$ cat src/wdt_pkg.sv
/*
 * Package for the watchdog block: register map, field positions, reset values,
 * timing counts, the packed structs that carry bus channels and the state encoding.
 * Assumes a single 100 MHz system clock and an AXI4-Lite master with 32-bit data.
 */
package wdt_pkg;

  ////////////////////////////////////////////////////////////////////////////////
  // Timing.
  localparam int unsigned CLK_PERIOD_NS   = 10;
  localparam int unsigned CNT_W           = 25;
  localparam int unsigned RESET_DELAY_CYC = 512;
  localparam logic [4:0]  TMO_EXP_0       = 5'h0F;
  localparam logic [4:0]  TMO_EXP_1       = 5'h12;
  localparam logic [4:0]  TMO_EXP_2       = 5'h15;
  localparam logic [4:0]  TMO_EXP_3       = 5'h18;
  localparam logic [9:0]  GRACE_LAST      = 10'(RESET_DELAY_CYC - 1);

  ////////////////////////////////////////////////////////////////////////////////
  // Register map, byte addresses.
  localparam logic [7:0] ADDR_CTRL    = 8'h00;
  localparam logic [7:0] ADDR_STATUS  = 8'h04;
  localparam logic [7:0] ADDR_MASK    = 8'h08;
  localparam logic [7:0] ADDR_RESTART = 8'h0C;
  localparam logic [7:0] ADDR_COUNT   = 8'h10;

  // Control fields.
  localparam int unsigned CTRL_SEL_LSB = 0;
  localparam int unsigned CTRL_IEN_BIT = 2;
  localparam int unsigned CTRL_REN_BIT = 3;
  localparam logic [3:0]  CTRL_RST_VAL = 4'h0;

  // Status and mask fields; the timeout bit and the reset bit are both interrupt events.
  localparam int unsigned STAT_TMO_BIT = 0;
  localparam int unsigned STAT_RST_BIT = 1;
  localparam logic [1:0]  MASK_RST_VAL = 2'h0;

  localparam logic [1:0] RESP_OKAY   = 2'h0;
  localparam logic [1:0] RESP_SLVERR = 2'h2;

  ////////////////////////////////////////////////////////////////////////////////
  // Carriers.
  typedef struct packed {
    logic        awvalid;
    logic [7:0]  awaddr;
    logic        wvalid;
    logic [31:0] wdata;
    logic [3:0]  wstrb;
    logic        bready;
    logic        arvalid;
    logic [7:0]  araddr;
    logic        rready;
  } wdt_axi_req_t;

  typedef struct packed {
    logic        awready;
    logic        wready;
    logic        bvalid;
    logic [1:0]  bresp;
    logic        arready;
    logic        rvalid;
    logic [31:0] rdata;
    logic [1:0]  rresp;
  } wdt_axi_rsp_t;

  typedef enum logic [1:0] {
    WDT_ST_RUN   = 2'b00,
    WDT_ST_GRACE = 2'b01,
    WDT_ST_FIRED = 2'b10
  } wdt_state_t;

endpackage

$ cat src/wdt_top.sv
/*
 * Watchdog timer with AXI4-Lite register slave and a masked interrupt.
 * Assumes one 100 MHz clock, an AXI4-Lite master with one access of each kind
 * under way at a time, and a system reset controller that consumes o_sys_reset.
 */
// Design decisions made here: the AXI4-Lite interface to the registers and the register addresses.
//
// Contract
// - Counter runs freely on system clock; software restart clears it to zero.
// - Two-bit select picks timeout of 2^15, 2^18, 2^21 or 2^24 cycles.
// - On timeout without restart, raise interrupt when interrupt is enabled.
// - Reset falls exactly 512 cycles after the timeout point, any selection.
// - No restart within the 512-cycle window means system reset at its end when reset is enabled.
module wdt_top
  import wdt_pkg::*;
(
  // Clock, reset and enable.
  input  wire logic          i_clk_sys,
  input  wire logic          i_rst_n,
  input  wire logic          i_ce,
  // AXI4-Lite slave.
  input  wire wdt_axi_req_t  i_axi,
  output wdt_axi_rsp_t       o_axi,
  // Events.
  output logic               o_irq,
  output logic               o_sys_reset
);

  typedef struct packed {
    logic [3:0]  ctrl;
    logic [1:0]  status;
    logic [1:0]  mask;
    logic        aw_got;
    logic [7:0]  awaddr;
    logic        w_got;
    logic [31:0] wdata;
    logic [3:0]  wstrb;
    logic        bvalid;
    logic [1:0]  bresp;
    logic        rvalid;
    logic [31:0] rdata;
    logic [1:0]  rresp;
    logic        restart;
  } wdt_top_st_t;

  wdt_top_st_t       s_q, s_d;
  logic              tmo_w;
  logic              rst_w;
  logic [CNT_W-1:0]  cnt_w;
  logic              wr_go;
  logic              rd_go;
  logic [1:0]        w1c;

  ////////////////////////////////////////////////////////////////////////////////
  // Counting core.
  wdt_core wdt_core_inst (
    .i_clk_sys        (i_clk_sys),
    .i_rst_n          (i_rst_n),
    .i_ce             (i_ce),
    .i_timeout_select (s_q.ctrl[CTRL_SEL_LSB +: 2]),
    .i_restart        (s_q.restart),
    .i_rst_en         (s_q.ctrl[CTRL_REN_BIT]),
    .o_timeout        (tmo_w),
    .o_reset          (rst_w),
    .o_count          (cnt_w)
  );

  ////////////////////////////////////////////////////////////////////////////////
  // Register slave and event logic.
  assign wr_go = s_q.aw_got && s_q.w_got && !s_q.bvalid;
  assign rd_go = i_axi.arvalid && !s_q.rvalid;

  always_comb begin
    s_d         = s_q;
    s_d.restart = 1'b0;
    w1c         = 2'b00;
    if (i_axi.awvalid && !s_q.aw_got) begin
      s_d.aw_got = 1'b1;
      s_d.awaddr = i_axi.awaddr;
    end
    if (i_axi.wvalid && !s_q.w_got) begin
      s_d.w_got = 1'b1;
      s_d.wdata = i_axi.wdata;
      s_d.wstrb = i_axi.wstrb;
    end
    if (wr_go) begin
      s_d.aw_got = 1'b0;
      s_d.w_got  = 1'b0;
      s_d.bvalid = 1'b1;
      s_d.bresp  = RESP_OKAY;
      unique case (s_q.awaddr)
        ADDR_CTRL:    if (s_q.wstrb[0]) s_d.ctrl = s_q.wdata[3:0];
        ADDR_STATUS:  if (s_q.wstrb[0]) w1c = s_q.wdata[1:0];
        ADDR_MASK:    if (s_q.wstrb[0]) s_d.mask = s_q.wdata[1:0];
        ADDR_RESTART: if (s_q.wstrb[0] && s_q.wdata[0]) s_d.restart = 1'b1;
        ADDR_COUNT:   s_d.bresp = RESP_OKAY;
        default:      s_d.bresp = RESP_SLVERR;
      endcase
    end
    if (s_q.bvalid && i_axi.bready) begin
      s_d.bvalid = 1'b0;
    end
    if (rd_go) begin
      s_d.rvalid = 1'b1;
      s_d.rresp  = RESP_OKAY;
      unique case (i_axi.araddr)
        ADDR_CTRL:    s_d.rdata = {28'h000_0000, s_q.ctrl};
        ADDR_STATUS:  s_d.rdata = {30'h0000_0000, s_q.status};
        ADDR_MASK:    s_d.rdata = {30'h0000_0000, s_q.mask};
        ADDR_RESTART: s_d.rdata = 32'h0000_0000;
        ADDR_COUNT:   s_d.rdata = {7'h00, cnt_w};
        default: begin
          s_d.rdata = 32'h0000_0000;
          s_d.rresp = RESP_SLVERR;
        end
      endcase
    end else if (s_q.rvalid && i_axi.rready) begin
      s_d.rvalid = 1'b0;
    end
    s_d.status = s_q.status & ~w1c;
    if (tmo_w) s_d.status[STAT_TMO_BIT] = 1'b1;
    if (rst_w) s_d.status[STAT_RST_BIT] = 1'b1;
  end

  always_ff @(posedge i_clk_sys or negedge i_rst_n) begin
    if (!i_rst_n) begin
      s_q      <= '0;
      s_q.ctrl <= CTRL_RST_VAL;
      s_q.mask <= MASK_RST_VAL;
    end else if (i_ce) begin
      s_q <= s_d;
    end
  end

  assign o_irq = s_q.ctrl[CTRL_IEN_BIT] && |(s_q.status & s_q.mask);
  assign o_sys_reset = rst_w;

  assign o_axi.awready = !s_q.aw_got;
  assign o_axi.wready  = !s_q.w_got;
  assign o_axi.bvalid  = s_q.bvalid;
  assign o_axi.bresp   = s_q.bresp;
  assign o_axi.arready = !s_q.rvalid;
  assign o_axi.rvalid  = s_q.rvalid;
  assign o_axi.rdata   = s_q.rdata;
  assign o_axi.rresp   = s_q.rresp;

  ////////////////////////////////////////////////////////////////////////////////
  // Checks.
  flag_set_a: assert property (@(posedge i_clk_sys) disable iff (!i_rst_n)
    i_ce && tmo_w |=> s_q.status[STAT_TMO_BIT]) else $error("timeout flag not set");
  irq_gate_a: assert property (@(posedge i_clk_sys) disable iff (!i_rst_n)
    !s_q.ctrl[CTRL_IEN_BIT] |-> !o_irq) else $error("irq while disabled");
  reset_gap_a: assert property (@(posedge i_clk_sys) disable iff (!i_rst_n)
    o_sys_reset |-> $past(s_q.status[STAT_TMO_BIT], 1) || $past(tmo_w, 512))
    else $error("reset without prior timeout");
  reset_en_a: assert property (@(posedge i_clk_sys) disable iff (!i_rst_n)
    o_sys_reset |-> $past(s_q.ctrl[CTRL_REN_BIT])) else $error("reset while disabled");
  sel_min_a: assert property (@(posedge i_clk_sys) disable iff (!i_rst_n)
    tmo_w |-> cnt_w >= CNT_W'(32768)) else $error("timeout before 2^15");
  ctrl_wr_a: assert property (@(posedge i_clk_sys) disable iff (!i_rst_n)
    i_ce && wr_go && s_q.awaddr == ADDR_CTRL && s_q.wstrb[0]
    |=> s_q.ctrl == $past(s_q.wdata[3:0])) else $error("ctrl write lost");
  restart_a: assert property (@(posedge i_clk_sys) disable iff (!i_rst_n)
    i_ce && s_q.restart |=> cnt_w == '0) else $error("restart ignored");
  bresp_a: assert property (@(posedge i_clk_sys) disable iff (!i_rst_n)
    i_ce && wr_go |=> o_axi.bvalid) else $error("write not answered");
  rd_lat_a: assert property (@(posedge i_clk_sys) disable iff (!i_rst_n)
    i_ce && rd_go |=> o_axi.rvalid)
    else $error("read not answered");
  rvalid_hold_a: assert property (@(posedge i_clk_sys) disable iff (!i_rst_n)
    i_ce && o_axi.rvalid && !i_axi.rready |=> o_axi.rvalid && $stable(o_axi.rdata))
    else $error("read data dropped");
  rd_count_a: assert property (@(posedge i_clk_sys) disable iff (!i_rst_n)
    i_ce && rd_go && i_axi.araddr == ADDR_COUNT |=> o_axi.rdata[CNT_W-1:0] == $past(cnt_w))
    else $error("count read wrong");
  rd_err_a: assert property (@(posedge i_clk_sys) disable iff (!i_rst_n)
    i_ce && rd_go && i_axi.araddr > ADDR_COUNT |=> o_axi.rresp == RESP_SLVERR)
    else $error("bad read address accepted");
  wr_err_a: assert property (@(posedge i_clk_sys) disable iff (!i_rst_n)
    i_ce && wr_go && s_q.awaddr > ADDR_COUNT |=> o_axi.bresp == RESP_SLVERR)
    else $error("bad write address accepted");
  mask_wr_a: assert property (@(posedge i_clk_sys) disable iff (!i_rst_n)
    i_ce && wr_go && s_q.awaddr == ADDR_MASK && s_q.wstrb[0]
    |=> s_q.mask == $past(s_q.wdata[1:0])) else $error("mask write lost");
  restart_wr_a: assert property (@(posedge i_clk_sys) disable iff (!i_rst_n)
    i_ce && wr_go && s_q.awaddr == ADDR_RESTART && s_q.wstrb[0] && s_q.wdata[0]
    |=> s_q.restart) else $error("restart write lost");
  cnt_step_a: assert property (@(posedge i_clk_sys) disable iff (!i_rst_n)
    i_rst_n && i_ce && !s_q.restart |=> cnt_w == $past(cnt_w) + 1'b1)
    else $error("counter did not step");
  ce_freeze_a: assert property (@(posedge i_clk_sys) disable iff (!i_rst_n)
    i_rst_n && !i_ce |=> $stable(s_q) && $stable(cnt_w))
    else $error("state moved while frozen");
  irq_raise_a: assert property (@(posedge i_clk_sys) disable iff (!i_rst_n)
    i_ce && tmo_w && !wr_go && s_q.ctrl[CTRL_IEN_BIT] && s_q.mask[STAT_TMO_BIT] |=> o_irq)
    else $error("enabled timeout gave no interrupt");
  rst_pulse_a: assert property (@(posedge i_clk_sys) disable iff (!i_rst_n)
    i_ce && o_sys_reset |=> !o_sys_reset)
    else $error("reset pulse too long");
  rst_flag_a: assert property (@(posedge i_clk_sys) disable iff (!i_rst_n)
    i_ce && o_sys_reset |=> s_q.status[STAT_RST_BIT])
    else $error("reset flag not set");
  clr_tmo_a: assert property (@(posedge i_clk_sys) disable iff (!i_rst_n)
    i_ce && wr_go && s_q.awaddr == ADDR_STATUS && s_q.wstrb[0]
    && s_q.wdata[STAT_TMO_BIT] && !tmo_w |=> !s_q.status[STAT_TMO_BIT])
    else $error("timeout flag not cleared");
  flag_hold_a: assert property (@(posedge i_clk_sys) disable iff (!i_rst_n)
    i_ce && s_q.status[STAT_TMO_BIT] && !(wr_go && s_q.awaddr == ADDR_STATUS)
    |=> s_q.status[STAT_TMO_BIT]) else $error("timeout flag lost");

  cov_tmo_c:   cover property (@(posedge i_clk_sys) tmo_w);
  cov_rst_c:   cover property (@(posedge i_clk_sys) o_sys_reset);
  cov_irq_c:   cover property (@(posedge i_clk_sys) o_irq);
  cov_rstrt_c: cover property (@(posedge i_clk_sys) s_q.restart && cnt_w == '0);
  cov_clr_c:   cover property (@(posedge i_clk_sys) wr_go && s_q.awaddr == ADDR_STATUS);

endmodule

$ cat src/wdt_core.sv
/*
 * Watchdog counting core: free-running counter, timeout detect and the
 * 512-cycle grace window that ends in a one-cycle reset pulse when i_rst_en is set.
 * Assumes restart, select and enable come from synchronous register logic.
 */
module wdt_core
  import wdt_pkg::*;
(
  // Clock, reset and enable.
  input  wire logic             i_clk_sys,
  input  wire logic             i_rst_n,
  input  wire logic             i_ce,
  // Control.
  input  wire logic [1:0]       i_timeout_select,
  input  wire logic             i_restart,
  input  wire logic             i_rst_en,
  // Status.
  output logic                  o_timeout,
  output logic                  o_reset,
  output logic [CNT_W-1:0]      o_count
);

  typedef struct packed {
    wdt_state_t       st;
    logic [CNT_W-1:0] cnt;
    logic [9:0]       grace;
    logic             tmo;
    logic             rst;
  } wdt_core_st_t;

  wdt_core_st_t s_q, s_d;
  logic [4:0]   exp_w;

  always_comb begin
    unique case (i_timeout_select)
      2'b00: exp_w = TMO_EXP_0;
      2'b01: exp_w = TMO_EXP_1;
      2'b10: exp_w = TMO_EXP_2;
      2'b11: exp_w = TMO_EXP_3;
    endcase
  end

  always_comb begin
    s_d     = s_q;
    s_d.tmo = 1'b0;
    s_d.rst = 1'b0;
    s_d.cnt = s_q.cnt + 1'b1;
    unique case (s_q.st)
      WDT_ST_RUN: begin
        if (s_q.cnt == CNT_W'((CNT_W'(1) << exp_w) - 1'b1)) begin
          s_d.tmo   = 1'b1;
          s_d.st    = WDT_ST_GRACE;
          s_d.grace = '0;
        end
      end
      WDT_ST_GRACE: begin
        s_d.grace = s_q.grace + 1'b1;
        if (s_q.grace == GRACE_LAST) begin
          s_d.rst = i_rst_en;
          s_d.st  = WDT_ST_FIRED;
        end
      end
      WDT_ST_FIRED: begin
      end
      default: s_d.st = WDT_ST_RUN;
    endcase
    // restart clears counter.
    // A restart that lands on the threshold or the window end wins, so no stray pulse escapes.
    if (i_restart) begin
      s_d.cnt   = '0;
      s_d.grace = '0;
      s_d.st    = WDT_ST_RUN;
      s_d.tmo   = 1'b0;
      s_d.rst   = 1'b0;
    end
  end

  always_ff @(posedge i_clk_sys or negedge i_rst_n) begin
    if (!i_rst_n) begin
      s_q <= '{st: WDT_ST_RUN, cnt: '0, grace: '0, tmo: 1'b0, rst: 1'b0};
    end else if (i_ce) begin
      s_q <= s_d;
    end
  end

  assign o_timeout = s_q.tmo;
  assign o_reset   = s_q.rst;
  assign o_count   = s_q.cnt;

  grace_len_a: assert property (@(posedge i_clk_sys) disable iff (!i_rst_n)
    $rose(s_q.st == WDT_ST_GRACE) && i_ce ##1 (i_ce && !i_restart && i_rst_en) [*8]
    |-> s_q.st == WDT_ST_GRACE) else $error("grace window ended early");
  restart_clr_a: assert property (@(posedge i_clk_sys) disable iff (!i_rst_n)
    i_ce && i_restart |=> s_q.cnt == '0 && !o_reset) else $error("restart did not clear");

endmodule

$ cat config.mk
export PLATFORM = sky130hd
export DESIGN_NAME = wdt_top
export DESIGN_NICKNAME = d
export VERILOG_FILES = /design/src/wdt_pkg.sv /design/src/wdt_top.sv /design/src/wdt_core.sv
export SDC_FILE = /design/constraint.sdc
export NUM_CORES = 1
export LEC_CHECK = 0
export BUFFER_PORTS_ARGS = -buffer_cell sky130_fd_sc_hd__buf_2
export CORE_MARGIN = 10
export CORE_UTILIZATION = 50
export CTS_BUF_LIST = sky130_fd_sc_hd__clkbuf_16
export CTS_CLUSTER_DIAMETER = 120
export DETAILED_ROUTE_END_ITERATION = 10
export MAX_ROUTING_LAYER = met4
export PLACE_DENSITY = 0.79
export SLEW_MARGIN = 20
export SYNTH_ARGS = -nofsm -noshare
export SYNTH_HDL_FRONTEND = slang
export SYNTH_HIERARCHICAL = 1
export SYNTH_SLANG_ARGS = --single-unit
$ cat constraint.sdc
create_clock -name i_clk_sys -period 7.1 [get_ports i_clk_sys]
set_clock_uncertainty 0.2 [all_clocks]
set_input_delay 1.065 -clock i_clk_sys [delete_from_list [all_inputs] [get_ports i_clk_sys]]
set_output_delay 1.065 -clock i_clk_sys [all_outputs]
set_load 0.02 [all_outputs]
==> results.sh <==
export IMPL_netlist_area_um2=5020
export IMPL_synthTopCellsByArea="dfrtp_1 46%, buf_4 9.6%, nand2_1 5.6%"
export IMPL_synth_edf_count=0
export IMPL_worst_r2r_setup_slack_ps=4240
export IMPL_max_slew_margin=0.343
export IMPL_p_leak_nw=2.45
export IMPL_synth_seq_cells=92
export IMPL_post_cts_resized=0
export IMPL_rsz0062_at_grt="false"
export IMPL_critPathArrivalTime_ps=3390
export IMPL_synthTopCellsByCount="92 x dfrtp_1, 75 x nand2_1, 64 x buf_4, 30 x nor2_1, 22 x nand3_1"
export IMPL_layout_drive_gt1_share=0.236
export IMPL_max_freq_mhz=297
export IMPL_clk_latency_ps=330
export IMPL_hold_class="flop to flop"
export IMPL_ctsHoldBuffers=0
export IMPL_power_density_nw_per_um2=258
export IMPL_n_antenna_cell=0
export IMPL_rows=36
export IMPL_report_power_total_mw=1.36
export IMPL_crit_required_ps=7120
export IMPL_clkTransAtPathRegs_ps=60
export IMPL_yosys_area_top_type="dfrtp_1"
export IMPL_drt_initial_drc_count=298
export IMPL_place_hpwl_mm=7.00
export IMPL_utilization=0.540
export IMPL_portBuffers=62
export IMPL_final_seq_area_um2=2300
export IMPL_synth_warnings=6
export IMPL_finalHoldViolations=0
export IMPL_synth_ff_type="dfrtp_1"
export IMPL_vias=3524
export IMPL_holdWs_ps=274
export IMPL_worstSetupEndpointType="flop"
export IMPL_clk_path_buf_depth=2
export IMPL_via_per_inst=5.42
export IMPL_status="finished, final reports clean"
export IMPL_min_period_over_period=0.475
export IMPL_fillers=868
export IMPL_synth_cell_type_count=62
export IMPL_grt_max_degree=57
export IMPL_antenna_found_initial=0
export IMPL_syn_inst=515
export IMPL_post_cts_buffers=0
export IMPL_cts_made_buffers=9
export IMPL_grt_total_usage=0.141
export IMPL_start_util=0.514
export IMPL_vdd_drop_max_uv=198
export IMPL_ys_seq_area_frac=0.458
export IMPL_drc_errors=0
export IMPL_rr_worst_depth=6
export IMPL_avgRoutedWirePerCell_um=15.2
export IMPL_io_pins=103
export IMPL_startpoint_type="input pin"
export IMPL_globalRoute_totalOverflow=0
export IMPL_grt_pass1_vias=3533
export IMPL_grt_pass1_wl_mm=16.7
export IMPL_syn2layout_area_growth_pct=5.01
export IMPL_fin_crit_ps=3370
export IMPL_fin_nets=575
export IMPL_wirelength_mm=9.91
export IMPL_setup_viol=0
export IMPL_fp_dieW_um=120
export IMPL_drt_first_pass_iters=5
export IMPL_cts_tree="built"
export IMPL_cap_violations=0
export IMPL_gp_congestion=0.912
export IMPL_synth_avg_cell_area_um2=9.75
export IMPL_multi_input_area_um2=2140
export IMPL_die_area_um2=14500
export IMPL_final_max_slew_viol_count=0
export IMPL_hold_depth=2
export IMPL_core_area_um2=9770
export IMPL_drtAntennaViolNets=0
export IMPL_synth_top_area_share=0.458
export IMPL_die_h_um=120
export IMPL_tightest_slew_ps=982
export IMPL_clock_root_buffer="clkbuf_16"
export IMPL_synth_most_common_cell="dfrtp_1"
export IMPL_synthArstFlopShare=1.00
export IMPL_critPathKind="input pin to flop"
export IMPL_cts_max_level=3
export IMPL_crit_fanout=27
export IMPL_tns_ps=0
export IMPL_cts_sinks=92
==> registers in the layout (all words and copies together), names as in the netlist <==
register                 count
o_axi                       29
wdt_core_inst/o_count       25
s_q                         24
wdt_core_inst/s_q           12
wdt_core_inst/o_reset        1
wdt_core_inst/o_timeout      1
==> critical path, cell delays in order <==
cell and delay [ps]:
buf_2 380, nand4_1 320, or4_1 540, a2111oi_4 330, o21ba_1 350, a221o_1 400
==> cell usage in the layout, fill, tap and decap left out, types with 3 or more instances in the layout <==
cell       count
nand3b_1       4
o31ai_1        5
mux2_2        13
xnor2_1        9
xor2_1         7
nand3_1       22
o21ai_2       20
nor3_1        10
a21oi_1       16
and3_1         9
inv_1         10
o2bb2ai_1      6
nand2b_1       4
a31oi_1        4
nand2_1       75
nor2b_1        5
o21ai_1        3
mux2_1         7
nor4_1         4
nor2_1        30
dfrtp_1       92
and2_1         4
a21o_1         7
nand4_1       13
clkbuf_16      9
conb_1         9
buf_2         61
o21ai_0       11
mux2i_1        5
==> logic make-up (layout without fill, tap and decap cells) <==
| group | after synthesis | after routing | synth area share |
|---|---|---|---|
| buffers and inverters | 93 | 87 | 0.122 |
| multiplexers | 25 | 25 | 0.0548 |
| AND/OR/NAND/NOR | 200 | 200 | 0.205 |
| XOR/XNOR | 16 | 16 | 0.0279 |
| other | 1 | 9 | 0.000746 |
| AO/OA/AOI/OAI | 86 | 86 | 0.126 |
| flip-flops | 92 | 92 | 0.458 |
| adder cells (fa/ha/maj) | 2 | 2 | 0.00498 |
==> stage by stage <==
step	std cells	setup slack (ps)	instance area, µm²
4_1_cts	650	3780	5280
3_3_place_gp	635	3460	4960
3_5_place_dp	635	3430	4960
5_1_grt	650	3650	5280
6_report	650	3730	5280
2_1_floorplan	523	4170	5050
==> power by group <==
| group | switching (mW) | internal [mW] | leakage, nW |
|---|---|---|---|
| Sequential | 0.0724 | 0.592 | 1.23 |
| Clock | 0.198 | 0.308 | 0.151 |
| Combinational | 0.108 | 0.0844 | 1.07 |
==> worst paths after layout <==
check	to	startpoint
min in group asynchronous	o_axi[15]$_DFFE_PN0P_	i_rst_n
max in group asynchronous	s_q[91]$_DFFE_PN0P_	i_rst_n
min reg2reg	o_axi[21]$_DFFE_PN0P_	o_axi[21]$_DFFE_PN0P_
max reg2reg	wdt_core_inst/s_q[11]$_DFFE_PN0P_	wdt_core_inst/o_count[0]$_DFFE_PN0P_
max	wdt_core_inst/s_q[11]$_DFFE_PN0P_	i_ce
min	o_axi[21]$_DFFE_PN0P_	o_axi[21]$_DFFE_PN0P_
==> layer usage <==
| metal | vias up | global-route usage | routed length (µm) |
|---|---|---|---|
| met5 | - | - | 0 |
| met4 | 0 | 0.0392 | 87 |
| met3 | 10 | 0.0433 | 562 |
| met2 | 87 | 0.227 | 4800 |
| met1 | 1704 | 0.168 | 4450 |
| li1 | 1723 | - | - |
==> cell type report <==
type | instances | area share
Multi-Input combinational cell | 338 | 0.405
Timing Repair Buffer | 63 | 0.0607
Inverter | 9 | 0.00640
Tap cell | 133 | 0.0315
Clock buffer | 9 | 0.0427
Clock inverter | 6 | 0.0171
Sequential cell | 92 | 0.436
Note: power is estimated with default switching activity, not from simulation.
